[src/hss_map.svh]
`ifndef HSS_MAP_SVH
`define HSS_MAP_SVH
// oscillator settling count, cycles of i_clk after deep sleep release
`define HSS_SETTLE_CYCLES 8192
// cycles the supporting-module reset pulse is held after cold start release
`define HSS_RESET_SEQ_CYCLES 16
`define HSS_PORT_WIDTH 8
`endif

[src/hss_pkg.sv]
package hss_pkg;
    typedef enum logic [2:0] {
        HSS_RUN,
        HSS_STANDBY,
        HSS_OSC_START,
        HSS_WAIT_RELEASE,
        HSS_RESET_SEQ
    } hss_state_t;

    typedef struct packed {
        logic cpu_halt;
        logic module_stop;
        logic module_reset;
        logic ram_hold;
        logic osc_enable;
        logic port_float;
    } hss_ctrl_t;

    typedef struct packed {
        logic mode_select_hi;
        logic mode_select_lo;
    } hss_mode_t;
endpackage

[src/hss_sequencer.sv]
`timescale 1ns/1ps
`default_nettype none
`include "hss_map.svh"
// Summary of operation
// RQ1: low deep sleep input enters standby from any state or mode.
// RQ2: standby halts cpu, stops supporting modules, floats all I/O ports.
// RQ3: entering standby resets every supporting-module register to initial values.
// RQ4: on-chip RAM is kept unchanged in standby; only state retained.
// RQ5: controller clears internal_memory_enable before pulling deep sleep low.
// RQ6: mode selects must stay stable throughout standby.
// RQ7: both mode selects low in standby means programmer mode; avoid.
// RQ8: exit needs deep sleep release then cold start release.
// RQ9: deep sleep going high restarts the clock oscillator.
// RQ10: cold start must be low at release and held through settling.
// RQ11: cold start rising after recovery runs reset sequence, then normal run.
// RQ12: entry order is cold start low, then deep sleep low.
// RQ13: exit order is deep sleep high, then cold start after settling.
// RQ14: low deep sleep forces standby asynchronously without a clock edge.
module hss_sequencer
    import hss_pkg::*;
#(
    parameter int SETTLE_CYCLES = `HSS_SETTLE_CYCLES,
    parameter int RESET_SEQ_CYCLES = `HSS_RESET_SEQ_CYCLES,
    parameter int PORT_WIDTH = `HSS_PORT_WIDTH
) (
    input wire logic i_clk, // 25 MHz clock
    input wire logic i_sys_rst, // sync reset, active high
    input wire logic i_ce, // clock enable
    input wire logic i_deep_sleep_in_n, // standby pin, active low
    input wire logic i_cold_start_in_n, // reset pin, active low
    input wire hss_mode_t i_mode, // mode select pins
    input wire logic [PORT_WIDTH-1:0] i_port_out, // port data from core
    input wire logic [PORT_WIDTH-1:0] i_port_oe, // port enables from core
    output hss_ctrl_t o_ctrl, // control to core and modules
    output logic [PORT_WIDTH-1:0] o_port_out, // port pin data
    output logic [PORT_WIDTH-1:0] o_port_oe, // port pin enables
    output logic o_programmer_mode, // both mode selects low in standby
    output logic o_mode_changed, // mode pins moved during standby
    output logic o_standby // in hardware standby
);
    localparam int CNT_W = $clog2(SETTLE_CYCLES + RESET_SEQ_CYCLES + 1);
    localparam logic [CNT_W-1:0] SETTLE_LAST = CNT_W'(SETTLE_CYCLES - 1);
    localparam logic [CNT_W-1:0] RESET_LAST = CNT_W'(RESET_SEQ_CYCLES - 1);

    hss_state_t state;
    hss_state_t next_state;
    logic [CNT_W-1:0] cnt;
    logic sleep_sync;
    logic cold_sync;
    logic mode_hi_sync;
    logic mode_lo_sync;
    wire logic [1:0] mode_raw;
    wire logic [1:0] mode_sync;
    hss_mode_t mode_now;
    hss_mode_t mode_held;
    // async standby latch: clears only by the clock after the pin is back high
    logic deep_sleep_in_n_async;
    logic deep_sleep_in_n_meta;
    logic deep_sleep_in_n_seen;

    hss_sync3 #(.RESET_VAL(1'b1)) u_sync_sleep (
        .i_clk(i_clk), .i_sys_rst(i_sys_rst), .i_ce(i_ce),
        .i_async(i_deep_sleep_in_n), .o_level(sleep_sync)
    );
    hss_sync3 #(.RESET_VAL(1'b0)) u_sync_cold (
        .i_clk(i_clk), .i_sys_rst(i_sys_rst), .i_ce(i_ce),
        .i_async(i_cold_start_in_n), .o_level(cold_sync)
    );
    // both mode pins share one filter shape; bit 1 is the high select
    assign mode_raw = i_mode;
    for (genvar g = 0; g < 2; g++) begin : g_mode_sync
        hss_sync3 #(.RESET_VAL(1'b1)) u_sync_mode (
            .i_clk(i_clk), .i_sys_rst(i_sys_rst), .i_ce(i_ce),
            .i_async(mode_raw[g]), .o_level(mode_sync[g])
        );
    end
    assign mode_hi_sync = mode_sync[1];
    assign mode_lo_sync = mode_sync[0];
    assign mode_now = '{mode_select_hi: mode_hi_sync, mode_select_lo: mode_lo_sync};

    // one decode for every output that stays parked outside run
    function automatic logic not_running(input hss_state_t s);
        return s != HSS_RUN;
    endfunction

    // pin low forces standby with no clock; constant load only
    always_ff @(posedge i_clk or negedge i_deep_sleep_in_n) begin
        if (!i_deep_sleep_in_n) begin
            deep_sleep_in_n_async <= 1'b1; // RQ14
        end else if (i_sys_rst) begin
            deep_sleep_in_n_async <= 1'b0;
        end else if (i_ce && state == HSS_OSC_START) begin
            deep_sleep_in_n_async <= 1'b0;
        end
    end

    // the latch is asynchronous to i_clk, so bring it in before the fsm looks
    always_ff @(posedge i_clk) begin
        if (i_sys_rst) begin
            deep_sleep_in_n_meta <= 1'b0;
            deep_sleep_in_n_seen <= 1'b0;
        end else if (i_ce) begin
            deep_sleep_in_n_meta <= deep_sleep_in_n_async;
            deep_sleep_in_n_seen <= deep_sleep_in_n_meta;
        end
    end

    always_comb begin
        next_state = state;
        case (state)
            HSS_RUN: begin
                if (deep_sleep_in_n_seen || !sleep_sync) begin
                    next_state = HSS_STANDBY; // RQ1
                end
            end
            HSS_STANDBY: begin
                // only the filtered pin here; the raw latch is not on this clock
                // filter lags the latch, so one pass through osc start can occur while outputs stay forced
                if (sleep_sync) begin
                    next_state = HSS_OSC_START; // RQ9
                end
            end
            HSS_OSC_START: begin
                if (!sleep_sync) begin
                    next_state = HSS_STANDBY; // RQ1
                end else if (cnt == SETTLE_LAST) begin
                    next_state = HSS_WAIT_RELEASE; // RQ10
                end
            end
            HSS_WAIT_RELEASE: begin
                if (!sleep_sync) begin
                    next_state = HSS_STANDBY; // RQ1
                end else if (cold_sync) begin
                    next_state = HSS_RESET_SEQ; // RQ8 RQ11
                end
            end
            HSS_RESET_SEQ: begin
                if (!sleep_sync) begin
                    next_state = HSS_STANDBY; // RQ1
                end else if (cnt == RESET_LAST) begin
                    next_state = HSS_RUN; // RQ11
                end
            end
            default: next_state = HSS_STANDBY;
        endcase
    end

    // reset starts in standby-like hold so nothing runs before a clean sequence
    always_ff @(posedge i_clk) begin
        if (i_sys_rst) begin
            state <= HSS_STANDBY;
        end else if (i_ce) begin
            state <= next_state;
        end
    end

    // count restarts on any state change, so each wait starts from zero
    always_ff @(posedge i_clk) begin
        if (i_sys_rst) begin
            cnt <= '0;
        end else if (i_ce) begin
            if (next_state != state) begin
                cnt <= '0;
            end else if (state == HSS_OSC_START || state == HSS_RESET_SEQ) begin
                cnt <= cnt + CNT_W'(1);
            end
        end
    end

    // ports float while standby is forced, even with no clock running
    always_ff @(posedge i_clk or negedge i_deep_sleep_in_n) begin
        if (!i_deep_sleep_in_n) begin
            o_port_oe <= '0; // RQ2 RQ14
            o_port_out <= '0;
            o_ctrl <= '{cpu_halt: 1'b1, module_stop: 1'b1, module_reset: 1'b1,
                        ram_hold: 1'b1, osc_enable: 1'b0, port_float: 1'b1}; // RQ2 RQ3 RQ4
            o_standby <= 1'b1;
        end else if (i_sys_rst) begin
            o_port_oe <= '0;
            o_port_out <= '0;
            o_ctrl <= '{cpu_halt: 1'b1, module_stop: 1'b1, module_reset: 1'b1,
                        ram_hold: 1'b1, osc_enable: 1'b0, port_float: 1'b1};
            o_standby <= 1'b1;
        end else if (i_ce) begin
            o_standby <= (next_state == HSS_STANDBY);
            o_ctrl.cpu_halt <= not_running(next_state); // RQ2 RQ8
            o_ctrl.module_stop <= not_running(next_state); // RQ2
            o_ctrl.module_reset <= not_running(next_state); // RQ3 RQ11
            // ram contents are never touched; hold asserted outside run
            o_ctrl.ram_hold <= not_running(next_state); // RQ4
            o_ctrl.osc_enable <= (next_state != HSS_STANDBY); // RQ9
            o_ctrl.port_float <= not_running(next_state); // RQ2
            if (!not_running(next_state)) begin
                o_port_oe <= i_port_oe;
                o_port_out <= i_port_out;
            end else begin
                o_port_oe <= '0; // RQ2
                o_port_out <= '0;
            end
        end
    end

    // mode pins watched only while in standby; the device flags misuse
    always_ff @(posedge i_clk) begin
        if (i_sys_rst) begin
            mode_held <= '{mode_select_hi: 1'b1, mode_select_lo: 1'b1};
            o_mode_changed <= 1'b0;
            o_programmer_mode <= 1'b0;
        end else if (i_ce) begin
            if (state != HSS_STANDBY) begin
                mode_held <= mode_now;
                o_mode_changed <= 1'b0;
                o_programmer_mode <= 1'b0;
            end else begin
                o_mode_changed <= o_mode_changed ||
                    (mode_held != mode_now); // RQ6
                o_programmer_mode <= !mode_hi_sync && !mode_lo_sync; // RQ7
            end
        end
    end
endmodule
`default_nettype wire

[src/hss_sync3.sv]
`timescale 1ns/1ps
`default_nettype none
// three-stage synchroniser; the output moves only when stages two and three agree
module hss_sync3 #(
    parameter logic RESET_VAL = 1'b1
) (
    input wire logic i_clk, // clock
    input wire logic i_sys_rst, // sync reset
    input wire logic i_ce, // clock enable
    input wire logic i_async, // raw pin
    output logic o_level // filtered level
);
    logic s1;
    logic s2;
    logic s3;

    always_ff @(posedge i_clk) begin
        if (i_sys_rst) begin
            s1 <= RESET_VAL;
            s2 <= RESET_VAL;
            s3 <= RESET_VAL;
        end else if (i_ce) begin
            s1 <= i_async;
            s2 <= s1;
            s3 <= s2;
        end
    end

    always_ff @(posedge i_clk) begin
        if (i_sys_rst) begin
            o_level <= RESET_VAL;
        end else if (i_ce && (s2 == s3)) begin
            o_level <= s3;
        end
    end
endmodule
`default_nettype wire

[config.mk]
export PLATFORM = sky130hd
export DESIGN_NAME = hss_sequencer
export DESIGN_NICKNAME = d
export VERILOG_FILES = /design/src/hss_pkg.sv /design/src/hss_sequencer.sv /design/src/hss_sync3.sv
export VERILOG_INCLUDE_DIRS = /design/src /design/src/src
export SDC_FILE = /design/constraint.sdc
export NUM_CORES = 1
export LEC_CHECK = 0
export BUFFER_PORTS_ARGS = -buffer_cell sky130_fd_sc_hd__buf_2
export CAP_MARGIN = 0
export CORE_MARGIN = 2
export CORE_UTILIZATION = 35
export DETAILED_ROUTE_END_ITERATION = 12
export MAX_ROUTING_LAYER = met4
export SETUP_SLACK_MARGIN = 0.5
export SLEW_MARGIN = 10
export SYNTH_ARGS = -nofsm -noshare
export SYNTH_HDL_FRONTEND = slang
export SYNTH_SLANG_ARGS = --single-unit
[constraint.sdc]
create_clock -name i_clk -period 2.6 [get_ports i_clk]
set_input_delay 0.13 -clock i_clk [delete_from_list [all_inputs] [get_ports i_clk]]
set_output_delay 0.13 -clock i_clk [all_outputs]
set_load 0.01 [all_outputs]
After elaboration in Yosys (flattened, before gate mapping)
Index checks and enable logic that the tools add are counted.
- $add $sub $neg: 1
- multipliers: 0
- divide/modulo/power cells: 0
- magnitude comparators: 0
- eq/ne operators: 15
- shifts and indexed selects: 0
- multiplexer cells: 25
- bitwise logic cells: 0
- reduce and logical (&&, ||, !) cells: 19
- operators by type and width (kind ; count):
    $mux W8 ; 6
    $mux W14 ; 2
    $mux W3 ; 8
    $pmux W3 S5 ; 1
    $add A14 B1 Y14 const B ; 1
    $eq A14 B13 Y1 const B ; 1
    $eq A14 B4 Y1 const B ; 1
    $mux W6 ; 2
    $eq A3 B1 Y1 const B ; 2
    $eq A3 B2 Y1 const B ; 2
    $logic_and A1 B1 Y1 ; 6
    $mux W1 ; 6
    $ne A3 B1 Y1 const B ; 2
    $reduce_bool A2 Y1 ; 3
    $eq A1 B1 Y1 ; 4
    $reduce_and A2 Y1 ; 2
    $eq A3 B3 Y1 const B ; 1
    $logic_not A1 Y1 ; 3
    $logic_not A3 Y1 ; 1
    $logic_or A1 B1 Y1 ; 3
    $ne A3 B3 Y1 ; 1
    $reduce_bool A3 Y1 ; 1
    $ne A2 B2 Y1 ; 1
- flip-flop bits (word level): 63
- bits in latches: 0
- memory bits (writable): 0
- memory bits (read-only): 0
- output and inout bits: 25
- logic and storage cells: 94
- memories: 0

Logic depth before layout (Yosys ltp)
Gate-level depths: netlist of the first run.
- word-level depth: 8
- mapped depth: 8

Modules after synthesis
Synthesis of the first run repeated with hierarchy kept, for this count alone.
- cell total of the unflattened synthesis: 281
- area, all modules: 2716.4 um^2
- by module, submodules not included (module ; instances ; cells an instance ; area each (um^2)):
    hss_sequencer ; 1 ; 220 ; 2102.0
    hss_sync3 at g_mode_sync[0].u_sync_mode ... ; 3 ; 15 ; 147.6
    hss_sync3 at u_sync_cold ; 1 ; 16 ; 171.4

Worst setup path before layout of the first run
OpenSTA, ideal clock, no wires.
- path type: register to register
- start point: reg cnt[0]
- end point: reg o_port_oe[4]
- library setup time: 0.064 ns
- arrival time: 1.865 ns
- slack: 0.672 ns
- stages on the path, launching flop included: 9
- path through: dfxtp_1 ha_1 and4b_1 and4bb_1 or2_1 buf_2 a211oi_4 buf_6 a22o_2
- word-level cells in the longest chain between the ends: 8
- elaborated cells on any way between the ends: 11
- those cells by class: eq/ne (2); mux (8); reduce/logical (1)
- ends and longest elaborated chain (element ; RTL line ; text):
    start, declared ; hss_sequencer.sv:47 ; logic [CNT_W-1:0] cnt;
    start signal, assigned ; hss_sequencer.sv:165 ; cnt <= cnt + CNT_W'(1);
    $eq A14 B4 Y1 or $eq A14 B13 Y1 (tied branches) ; hss_sequencer.sv:140, hss_sequencer.sv:126 ;
    $mux W3, on equally long branches ; hss_sequencer.sv:140, hss_sequencer.sv:126 ;
    $mux W3, on equally long branches ; hss_sequencer.sv:138, hss_sequencer.sv:124 ;
    $pmux W3 S5 * ; hss_sequencer.sv:110 ; case (state)
    $reduce_bool A3 Y1 * ; hss_sequencer.sv:83 ; return s != HSS_RUN;
    $mux W8 * ; hss_sequencer.sv:193 ; if (!not_running(next_state)) begin
    $mux W8 * ; hss_sequencer.sv:184 ; end else if (i_ce) begin
    $mux W8 * ; hss_sequencer.sv:178 ; end else if (i_sys_rst) begin
    end signal, assigned ; hss_sequencer.sv:194 ; o_port_oe <= i_port_oe;
    end, declared ; hss_sequencer.sv:36 ; output logic [PORT_WIDTH-1:0] o_port_oe,
Mark *: on every way between the ends. The rest lies on a longest branch, timed or not. The select of a mux whose other input is x is not followed.
A chain may end at the register's enable or synchronous reset.

Worst setup path after layout of the first run
- start point: reg cnt[1]
- end point: reg cnt[5]
- word-level cells in the longest chain between the ends: 7
- elaborated cells on any way between the ends: 13
- those cells by class: add/sub (1); eq/ne (3); mux (7); reduce/logical (2)
- ends and longest elaborated chain (element ; RTL line ; text):
    $eq A14 B4 Y1 or $eq A14 B13 Y1 (tied branches) ; hss_sequencer.sv:140, hss_sequencer.sv:126 ;
    $mux W3, on equally long branches ; hss_sequencer.sv:140, hss_sequencer.sv:126 ;
    $mux W3, on equally long branches ; hss_sequencer.sv:138, hss_sequencer.sv:124 ;
    $pmux W3 S5 ; hss_sequencer.sv:110 ;
    $ne A3 B3 Y1 ; hss_sequencer.sv:162 ; if (next_state != state) begin
    $reduce_bool A2 Y1 (no line) ; n/a ;
    $reduce_and A2 Y1 (no line) ; n/a ;
Parallel ways exist; a longest one is shown, timed or not. The select of a mux whose other input is x is not followed.

==> results.md, run 1 <==
- Drt drc: 0
- Postcts setup bufs: 0
- Fin area: 3420 µm²
- Vias in the first global route: 2252
- CTS tree: yes
- Flops & latches, synth: 59
- Ys async rst share: 0.339
- Fin. Hold Viols: 0
- Distinct cell type count after synthesis: 60
- Post-Syn Instances: between 200 and 300
- First-pass GRT wire length: 10700 µm
- Routed wire per std cell: between 10 and 15 µm
- Critical Path AT: 2240 ps
- Mapped Area: 2790 µm²
- Final net count: 370
- Root Buffer: clkbuf_8
- Yosys warning total: 0
- Total Routed Length: 6390 µm
- Layout overhead on the synthesized area: 22.8%
- Syn_nets: 312
- Synthesized area per cell: 9.68 µm²
- Total grt overflow: 0
- Clk sinks: 59
- Clock transition at path regs: 60 ps
- Sequential share of power: 0.492
- DP Area: 3090 µm²
- Worst skew pair latency: 340 ps
- Final Setup Violations: 0
- Hold Crit Class: input pin to register
- Final core occ: 0.443
- Initial antenna violation count: 0
- Proportion of layout cells with a drive suffix above 1: 0.256
- Clock power share: 0.419
- Total die area: 8690 µm²
- Startpoint types: register
- DP Worst Slack: 494 ps
- Cell Int Power: between 1 and 1.5 mW
- Final period util: 0.775
- Via count: 2364
- Dpl hpwl: 4150 µm
- Skew final: 7.57 ps
- Ant diodes: 0
- Worst Max-Slew Pin Slew: 489 ps
- Smallest hold slack: between 15 and 20 ps
- Kind of critical path: register to register
- Depth of the CTS H-tree: 3
- Register area: between 1000 and 1500 µm²
- Largest net degree at the start of global routing: 38
- I/O pin count: 48
- Crit path time final: just over 2000 ps
- Setup TNS: 0 ps
- Seq/Total Area, Yosys: 0.461
- Initial core utilization: 0.361
- PD cells: 563 nW/µm²
- IO Port Bufs: 47
- Sw Ratio: 0.236
- Final Max Slew Viols: 0
- Pre-antenna DRT Iters: 4
- EDFF count, synth: 0
- Max FO, Critical Path: 6
- Worst vdd ir: about 0.30 mV
- Chip height: 93.2 µm
- GPL Wtd Cong: approximately 0.87
- Comb pwr share: 0.089
- Max transition margin: 0.669
- Status: finished, final reports clean
- RSZ-0062 raised after global routing: yes
- Setup ws final: 586 ps
- Core ar.: 7730 µm²
- Setup crit end kind: register
- Core Rows: 32
- CTS Buffer Depth: 2
- Leakage power: between 1.5 and 2 nW
- Filler cells: 722
- Inserted Clock Buffers: 9
- Tot GR Track Use: 0.161
- DRT iter0 DRCs: 121
- Main synth FF type: dfxtp_1
- Net Switching: 0.454 mW
- CP required: 2820 ps
- Vias/cell: 5.22
- Final ANT Viol Nets: 0
- FMAX: around 500 MHz
- Multi-input gate area: about 1400 µm²
- # Max-Cap Violations: 0
- Die width: roughly 93 µm
path summary, 6_finish.rpt:
| path | startpoint | endpoint | slack (ps) | depth (start not counted) |
|---|---|---|---|---|
| min in group asynchronous | i_deep_sleep_in_n | o_port_out[5]$_DFFE_PN0P_ | 280 | 2 |
| min | i_port_out[2] | o_port_out[2]$_DFFE_PN0P_ | 20 | 2 |
| min reg2reg | deep_sleep_in_n_async$_DFFE_PN1P_ | deep_sleep_in_n_async$_DFFE_PN1P_ | 460 | 1 |
| max in group asynchronous | i_deep_sleep_in_n | deep_sleep_in_n_async$_DFFE_PN1P_ | 1980 | 2 |
| max reg2reg | cnt[1]$_SDFFE_PP0P_ | cnt[5]$_SDFFE_PP0P_ | 590 | 6 |
| max | cnt[1]$_SDFFE_PP0P_ | cnt[5]$_SDFFE_PP0P_ | 590 | 6 |
repair_timing:
item / 4_1_cts / 5_1_grt
hold buffers: 14 / 0
endpoints found under the setup margin: 16 / 18
hold endpoints to repair: 30 / 0
resized for setup: 1 / 3
Yosys cell counts (2+ instances only):
| library cell | number | share of area |
|---|---|---|
| dfxtp_1 | 39 | 0.28 |
| nand2_1 | 21 | 0.028 |
| nor2_1 | 20 | 0.027 |
| dfrtp_1 | 17 | 0.15 |
| mux2i_1 | 17 | 0.061 |
| o21ai_0 | 13 | 0.023 |
| a21oi_1 | 12 | 0.022 |
| nand4_1 | 11 | 0.025 |
| a22o_2 | 9 | 0.032 |
| a22o_1 | 8 | 0.025 |
| clkbuf_1 | 8 | 0.011 |
| inv_1 | 8 | 0.011 |
| nand2b_1 | 7 | 0.016 |
| nand3_1 | 7 | 0.013 |
| nor3_1 | 6 | 0.011 |
| buf_4 | 5 | 0.013 |
| nor4_1 | 5 | 0.011 |
| a21o_1 | 4 | 0.011 |
| a31oi_1 | 4 | 0.0090 |
| buf_2 | 4 | 0.0072 |
| a41oi_1 | 3 | 0.0094 |
| dfstp_2 | 3 | 0.028 |
| o21a_1 | 3 | 0.0081 |
| o22ai_1 | 3 | 0.0067 |
| or3_1 | 3 | 0.0067 |
| xnor2_1 | 3 | 0.0094 |
| and2_1 | 2 | 0.0045 |
| and3_1 | 2 | 0.0045 |
| and4b_1 | 2 | 0.0072 |
| buf_1 | 2 | 0.0027 |
| buf_6 | 2 | 0.0081 |
| nor4b_1 | 2 | 0.0063 |
| o211a_1 | 2 | 0.0072 |
| o211ai_1 | 2 | 0.0054 |
| o21bai_1 | 2 | 0.0054 |
| o31a_1 | 2 | 0.0063 |
| or4_1 | 2 | 0.0054 |
routing by layer:
layer | track usage | wire (µm) | up-vias
li1 | - | - | 1189
met2 | 0.237 | 2890 | 49
met3 | 0.0459 | 266 | 9
met5 | - | 0 | -
met1 | 0.209 | 3130 | 1117
met4 | 0.0625 | 106 | 0
cells by family (layout without fill, tap and decap cells):
| group | count (synthesis) | after routing | synth area share |
|---|---|---|---|
| flops | 59 | 59 | 0.461 |
| compound gates | 75 | 75 | 0.202 |
| simple gates | 103 | 103 | 0.206 |
| xor+xnor | 4 | 4 | 0.0126 |
| mux | 17 | 17 | 0.0610 |
| buf+inv | 29 | 92 | 0.0530 |
| fa+ha+maj | 1 | 1 | 0.00449 |
layout make-up:
cell class,count,share of cell area
Multi-Input combinational cell,200,0.397
Sequential cell,59,0.376
Timing Repair Buffer,68,0.126
Clock buffer,13,0.0435
Tap cell,102,0.0373
Clock inverter,3,0.0117
Inverter,8,0.00877
flip-flops by register name, summed over array words and instances, names as in the netlist, 2 cells and up:
| signal | flops |
|---|---|
| o_port_oe | 8 |
| g_mode_sync.u_sync_mode.s3 | 2 |
| mode_held | 2 |
| g_mode_sync.u_sync_mode.s2 | 2 |
| o_ctrl | 2 |
| o_port_out | 8 |
| g_mode_sync.u_sync_mode.o_level | 2 |
| state | 3 |
| g_mode_sync.u_sync_mode.s1 | 2 |
| cnt | 14 |
layout by cell type (no fill, tap or decap), types with 10 or more instances in the layout:
cell type      instances
nand4_1               11
nand2_1               21
dfrtp_1               17
mux2i_1               17
nor2_1                20
o21ai_0               13
clkbuf_8              10
dlygate4sd3_1         14
dfxtp_1               38
buf_2                 47
a21oi_1               12
power by group through the flow:
stage	combinational [mW]	sequential [mW]	clock, mW
floorplan	0.103	0.962	0
global placement	0.153	0.965	0
detailed placement	0.154	0.965	0
CTS	0.171	0.947	0.827
global route	0.190	0.951	0.864
finish	0.172	0.948	0.807
per-stage QoR:
stage,power (mW),cells
2_1_floorplan,1.06,288
3_3_place_gp,1.12,423
3_5_place_dp,1.12,423
4_1_cts,1.95,453
5_1_grt,2.00,453
6_report,1.93,453
worst max-delay path: stages (launching register included):
cell	delay [ps]
dfxtp_1	390
ha_1	230
and4b_1	230
nand4_1	150
nor2_1	410
nor3_2	120
a221o_2	360
(Power assumes the default switching activity.)
==> inputs of run 2 (changes only) <==
Clock period 2.6 ns to 1.8 ns, I/O delays scaled along.
==> run 2 against run 1 <==
Compared with the run above: the run now ends with setup timing left; sequential share of layout area down 7.1 points; clock-buffer cell count down 4; setup slack worse by 710 ps; largest cell class unchanged; critical endpoint is now o_port_oe[2]$_DFFE_PN0P_; largest power group unchanged; via count up 13%; fmax up 4.6%.
==> results.md, run 2 (same netlist as run 1, synthesis figures left out) <==
- Status: finished, violations left
- Failing checks: setup timing
- Critical Path AT: 2210 ps
- Hold Crit Class: input pin to register
- Leakage power: 1.84 nW
- Max transition margin: 0.688
- Biggest regs: cnt (14), o_port_oe (8), o_port_out (8)
- Vias in the first global route: ~2.7k
- Crit path time final: approximately 1900 ps
- Fin. Hold Viols: 0
- CTS tree: yes
- Power, Total: 3.12 mW
- CTS Buffer Depth: 2
- PD cells: 736 nW/µm²
- IO Port Bufs: between 40 and 50
- Final net count: between 400 and 500
- Inserted Clock Buffers: 9
- Tot GR Track Use: 0.189
- CP required: 2090 ps
- Kind of critical path: register to register
- Largest net degree at the start of global routing: 35
- DP Area: roughly 3400 µm²
- Final ANT Viol Nets: 0
- Worst Max-Slew Pin Slew: approximately 470 ps
- Startpoint types: register
- Clock power share: 0.437
- I/O pin count: 48
- Skew final: 12.9 ps
- Layout overhead on the synthesized area: 52.1%
- Clock transition at path regs: 70 ps
- Clk sinks: 59
- RSZ-0062 raised after global routing: yes
- Total grt overflow: 0
- Core ar.: 7730 µm²
- Final Max Slew Viols: 0
- Vias/cell: about 5.3
- Max FO, Critical Path: 9
- Chip height: 93.2 µm
- DRT iter0 DRCs: 133
- Comb pwr share: 0.127
- Number of flip-flops in the largest register: 14
- Root Buffer: clkbuf_8
- Sequential share of power: 0.436
- Worst skew pair latency: 350 ps
- Setup crit end kind: register
- Via count: 2667
- Crit path cell chain: ha_4, and4b_1, and4bb_1, or2_4, buf_6, a211oi_4, buf_4, buf_12, a22o_1
- Total die area: 8690 µm²
- Fin area: 4240 µm²
- Post-route met1 wirelength: 3210 µm
- Drt drc: 0
- Depth of the CTS H-tree: 3
- Max incr delay on CP: 340 ps
- Final core occ: 0.549
- Die width: 93.2 µm
- WL met3: roughly 270 µm
- FMAX: around 520 MHz
- First-pass GRT wire length: roughly 13000 µm
- Most frequent cells in the layout: buf_2 (47), buf_4 (47), dfxtp_1 (33)
- Reg with most FFs: cnt
- Setup ws final: -125 ps
- Dpl hpwl: 4780 µm
- Cell Int Power: ~2.3 mW
- Final period util: 1.07
- Initial antenna violation count: 0
- Filler cells: 669
- Routed wire per std cell: 14.8 µm
- Initial core utilization: 0.361
- Ant diodes: 0
- Top sig layer: met4
- GPL Wtd Cong: slightly above 0.9
- Core Rows: 32
- Final Setup Violations: 22
- Total Routed Length: about 7500 µm
- Proportion of layout cells with a drive suffix above 1: 0.441
- Net Switching: 0.792 mW
- # Max-Cap Violations: 0
- WL met2: 3870 µm
- Sw Ratio: 0.254
- Pre-antenna DRT Iters: 4
- Worst vdd ir: 0.574 mV
- Slowest CP cell: dfxtp_2
## run 2: changes by cell type in the layout (fill, tap and decap cells not counted), sizes merged
cell | previous run | this run
buf | 54 | 103
inv | 8 | 10
dlygate4sd3 | 14 | 20
clkbuf | 13 | 9
clkinvlp | 0 | 1
bufinv | 1 | 2
## run 2: worst paths after layout
| kind | cells after the start | end | slack (ps) | from |
|---|---|---|---|---|
| setup / recovery | 9 | o_port_oe[2]$_DFFE_PN0P_ | -130 | cnt[1]$_SDFFE_PP0P_ |
| hold / removal | 3 | state[2]$_SDFFE_PP0P_ | 130 | i_sys_rst |
| setup reg to reg | 9 | o_port_oe[2]$_DFFE_PN0P_ | -130 | cnt[1]$_SDFFE_PP0P_ |
| hold reg to reg | 2 | o_standby$_DFFE_PN1P_ | 460 | o_standby$_DFFE_PN1P_ |
| max in group asynchronous | 2 | o_standby$_DFFE_PN1P_ | 1220 | i_deep_sleep_in_n |
| min in group asynchronous | 2 | o_port_oe[7]$_DFFE_PN0P_ | 230 | i_deep_sleep_in_n |
## run 2: power groups by stage
| stage | Sequential [mW] | Combinational (mW) | Clock [mW] |
|---|---|---|---|
| 5_1_grt | 1.36 | 0.424 | 1.44 |
| 4_1_cts | 1.36 | 0.366 | 1.40 |
| 6_report | 1.36 | 0.395 | 1.36 |
| 3_5_place_dp | 1.39 | 0.272 | 0 |
| 2_1_floorplan | 1.39 | 0.163 | 0 |
| 3_3_place_gp | 1.38 | 0.268 | 0 |
## run 2: through the flow
stage | hold WS (ps) | cells | setup WS (ps) | TNS [ps]
6_report | 130 | 508 | -125 | -1880
2_1_floorplan | -206 | 288 | -97.1 | -913
4_1_cts | 119 | 503 | -76.8 | -1190
3_5_place_dp | 66.8 | 454 | -181 | -2510
3_3_place_gp | 69.8 | 454 | -164 | -2180
5_1_grt | 137 | 508 | -170 | -3210
## run 2: worst max-delay path: cells and delay by family (launching register included)
kind	cells	cell delay, ps
AO/OA/AOI/OAI	2	310
adder cells (fa/ha/maj)	1	150
buffers and inverters	3	390
flip-flops	1	340
AND/OR/NAND/NOR	3	660
## run 2: area by class of cell
type | count | area [µm²] | area share
multi-input combinational | 200 | 1640 | 0.388
sequential | 59 | 1290 | 0.305
timing repair buffer | 123 | 923 | 0.218
tap | 102 | 128 | 0.0301
clock buffer | 9 | 124 | 0.0292
clock inverter | 7 | 98.8 | 0.0233
inverter | 8 | 30.0 | 0.00708
## run 2: layer usage
layer	vias up	track usage
li1	1302	-
met3	16	0.0330
met5	-	-
met1	1299	0.223
met4	0	0.0821
met2	50	0.315
## run 2: repair_timing
| action | CTS | global route |
|---|---|---|
| hold buffers | 20 | 0 |
| cloned | 1 | 0 |
| setup endpoints to repair | 37 | 38 |
| pin swaps | 16 | 13 |
| setup buffers | 12 | 5 |
| resized for setup | 37 | 21 |
| endpoints found under the hold margin | 36 | 0 |
==> inputs of run 3 (changes only) <==
Settings changed: CORE_UTILIZATION 35 to 40.
==> run 3 against run 2 <==
Compared with the run above: the run still ends with setup timing left; flip-flop and latch count stayed put; clock skew is 5.6 ps lower; non-clock buffer count stayed put; clock-buffer cell count stayed put; total power is 7.6% lower; global-route usage is 3.9 points higher; final cell count is 4.1% lower; highest routed layer unchanged; critical endpoint is now cnt[4]$_SDFFE_PP0P_; combinational power hardly changed; die area is 12% lower; sequential share of layout area is 0.32 points higher.
==> results.md, run 3 (same netlist as run 1, synthesis figures left out) <==
- Biggest regs: cnt (14), o_port_oe (8), o_port_out (8)
- Worst Max-Slew Pin Slew: ~700 ps
- Total grt overflow: 0
- Root Buffer: clkbuf_8
- Final period util: 1.08
- Layout overhead on the synthesized area: 51.1%
- Initial core utilization: 0.413
- Final ANT Viol Nets: 0
- CP required: slightly above 2000 ps
- Total die area: around 7700 µm²
- Reg with most FFs: cnt
- Skew final: 7.26 ps
- Buffers & Inverters on Critical Path: 1
- Number of flip-flops in the largest register: 14
- Total Routed Length: 7980 µm
- Setup TNS: -2780 ps
- Critical Path AT: 2200 ps
- Smallest hold slack: 25.6 ps
- DRT iter0 DRCs: 89
- Non-filler instance count after layout: 487
- RSZ-0062 raised after global routing: yes
- Net Switching: 0.829 mW
- Slowest CP cell: dfxtp_2
- Drt drc: 0
- Final Setup Violations: 30
- Most common cell after layout, fill and taps aside: buf_2
- First-pass GRT wire length: 13200 µm
- Clk sinks: 59
- Max incr delay on CP: 340 ps
- Core Rows: 30
- Setup crit end kind: register
- Final Max Slew Viols: 0
- Routed wire per std cell: 16.4 µm
- Depth of the CTS H-tree: 3
- # Max-Cap Violations: 0
- Leakage power: between 1.5 and 2 nW
- Final core occ: 0.623
- Chip height: 87.5 µm
- Largest net degree at the start of global routing: 22
- CTS Buffer Depth: 2
- Sw Ratio: 0.288
- Fin. Hold Viols: 0
- Comb pwr share: 0.137
- Crit path time final: 1940 ps
- Initial antenna violation count: 0
- Kind of critical path: register to register
- Proportion of layout cells with a drive suffix above 1: 0.447
- Sequential share of power: 0.471
- Tot GR Track Use: 0.228
- Status: finished, violations left
- Ant diodes: 0
- Max FO, Critical Path: 5
- Vias in the first global route: 2575
- I/O pin count: 48
- CTS tree: yes
- Worst vdd ir: 0.502 mV
- Final net count: 426
- FMAX: around 510 MHz
- Pre-antenna DRT Iters: 4
- Worst skew pair latency: 340 ps
- GPL Wtd Cong: 0.838
- Max transition margin: 0.518
- Dpl hpwl: 4930 µm
- Hold Crit Class: input pin to register
- Startpoint types: register
- Die width: 87.5 µm
- Via count: about 2.7k
- Crit path cell chain: ha_4, and4b_1, and4bb_2, buf_4, o21bai_4, nand4_1, o22ai_1
- Failing checks: setup timing
- Most frequent cells in the layout: buf_2 (47), buf_4 (46), dfxtp_1 (33)
- Power, Total: roughly 2.9 mW
- Clock power share: 0.392
- Crit-path leading delay family: simple AND/OR/NAND/NOR gates
- Inserted Clock Buffers: 9
- IO Port Bufs: 47
- PD cells: 684 nW/µm²
- Clock transition at path regs: approximately 80 ps
- Setup ws final: -142 ps
- Core ar.: 6760 µm²
- Cell Int Power: 2.05 mW
- Placed Instances: 437
- Vias/cell: 5.48
## run 3: changes by cell type in the layout (fill, tap and decap cells not counted), sizes merged
cell | previous run | this run
bufinv | 2 | 0
clkinv | 2 | 0
clkinvlp | 1 | 3
inv | 10 | 12
o21a | 3 | 4
## run 3: repair_timing
| item | CTS | global route |
|---|---|---|
| setup buffers | 5 | 7 |
| hold endpoints to repair | 36 | 0 |
| resized for setup | 33 | 34 |
| setup endpoints to repair | 37 | 38 |
| gates cloned | 2 | 0 |
| pin swaps | 9 | 21 |
| hold buffers | 20 | 0 |
## run 3: routing by layer
layer,vias up,part of all wire,global-route usage
met1,1309,0.44,0.276
met2,42,0.52,0.377
met4,0,0.016,0.0587
met3,14,0.028,0.0597
li1,1303,-,-
met5,-,0,-
## run 3: final cells by class
type,count,area [µm²]
multi-input combinational,201,1680
fill,567,2540
clock buffer,9,124
inverter,8,30.0
tap,80,100
clock inverter,7,60.1
sequential,59,1300
timing repair buffer,123,918
## run 3: worst reg2reg max path, stage by stage (launching register included)
cell and delay, ps:
dfxtp_2 340, ha_4 160, and4b_1 200, and4bb_2 270, buf_4 150, o21bai_4 220, nand4_1 260, o22ai_1 250
## run 3: final timing paths
path / to / slack (ps) / startpoint / cells past startpoint
max: cnt[4]$_SDFFE_PP0P_ / -140 / cnt[1]$_SDFFE_PP0P_ / 7
min: o_ctrl[5]$_DFFE_PN1P_ / 30 / i_sys_rst / 3
max reg2reg: cnt[4]$_SDFFE_PP0P_ / -140 / cnt[1]$_SDFFE_PP0P_ / 7
min reg2reg: o_standby$_DFFE_PN1P_ / 460 / o_standby$_DFFE_PN1P_ / 2
max in group asynchronous: o_ctrl[5]$_DFFE_PN1P_ / 1200 / i_deep_sleep_in_n / 2
min in group asynchronous: o_port_oe[2]$_DFFE_PN0P_ / 250 / i_deep_sleep_in_n / 2
## run 3: stage by stage
stage               instance area [µm²]  worst slack, ps
floorplan                          2860            -97.1
CTS                                3980            -64.5
detailed placement                 3380             -223
finish                             4210             -142
global placement                   3380             -187
global route                       4210             -234
## run 3: power by group through the flow
stage	Combinational [mW]	Clock, mW	Sequential, mW
2_1_floorplan	0.163	0	1.39
3_3_place_gp	0.274	0	1.39
3_5_place_dp	0.275	0	1.39
4_1_cts	0.347	1.16	1.36
5_1_grt	0.427	1.22	1.36
6_report	0.395	1.13	1.36
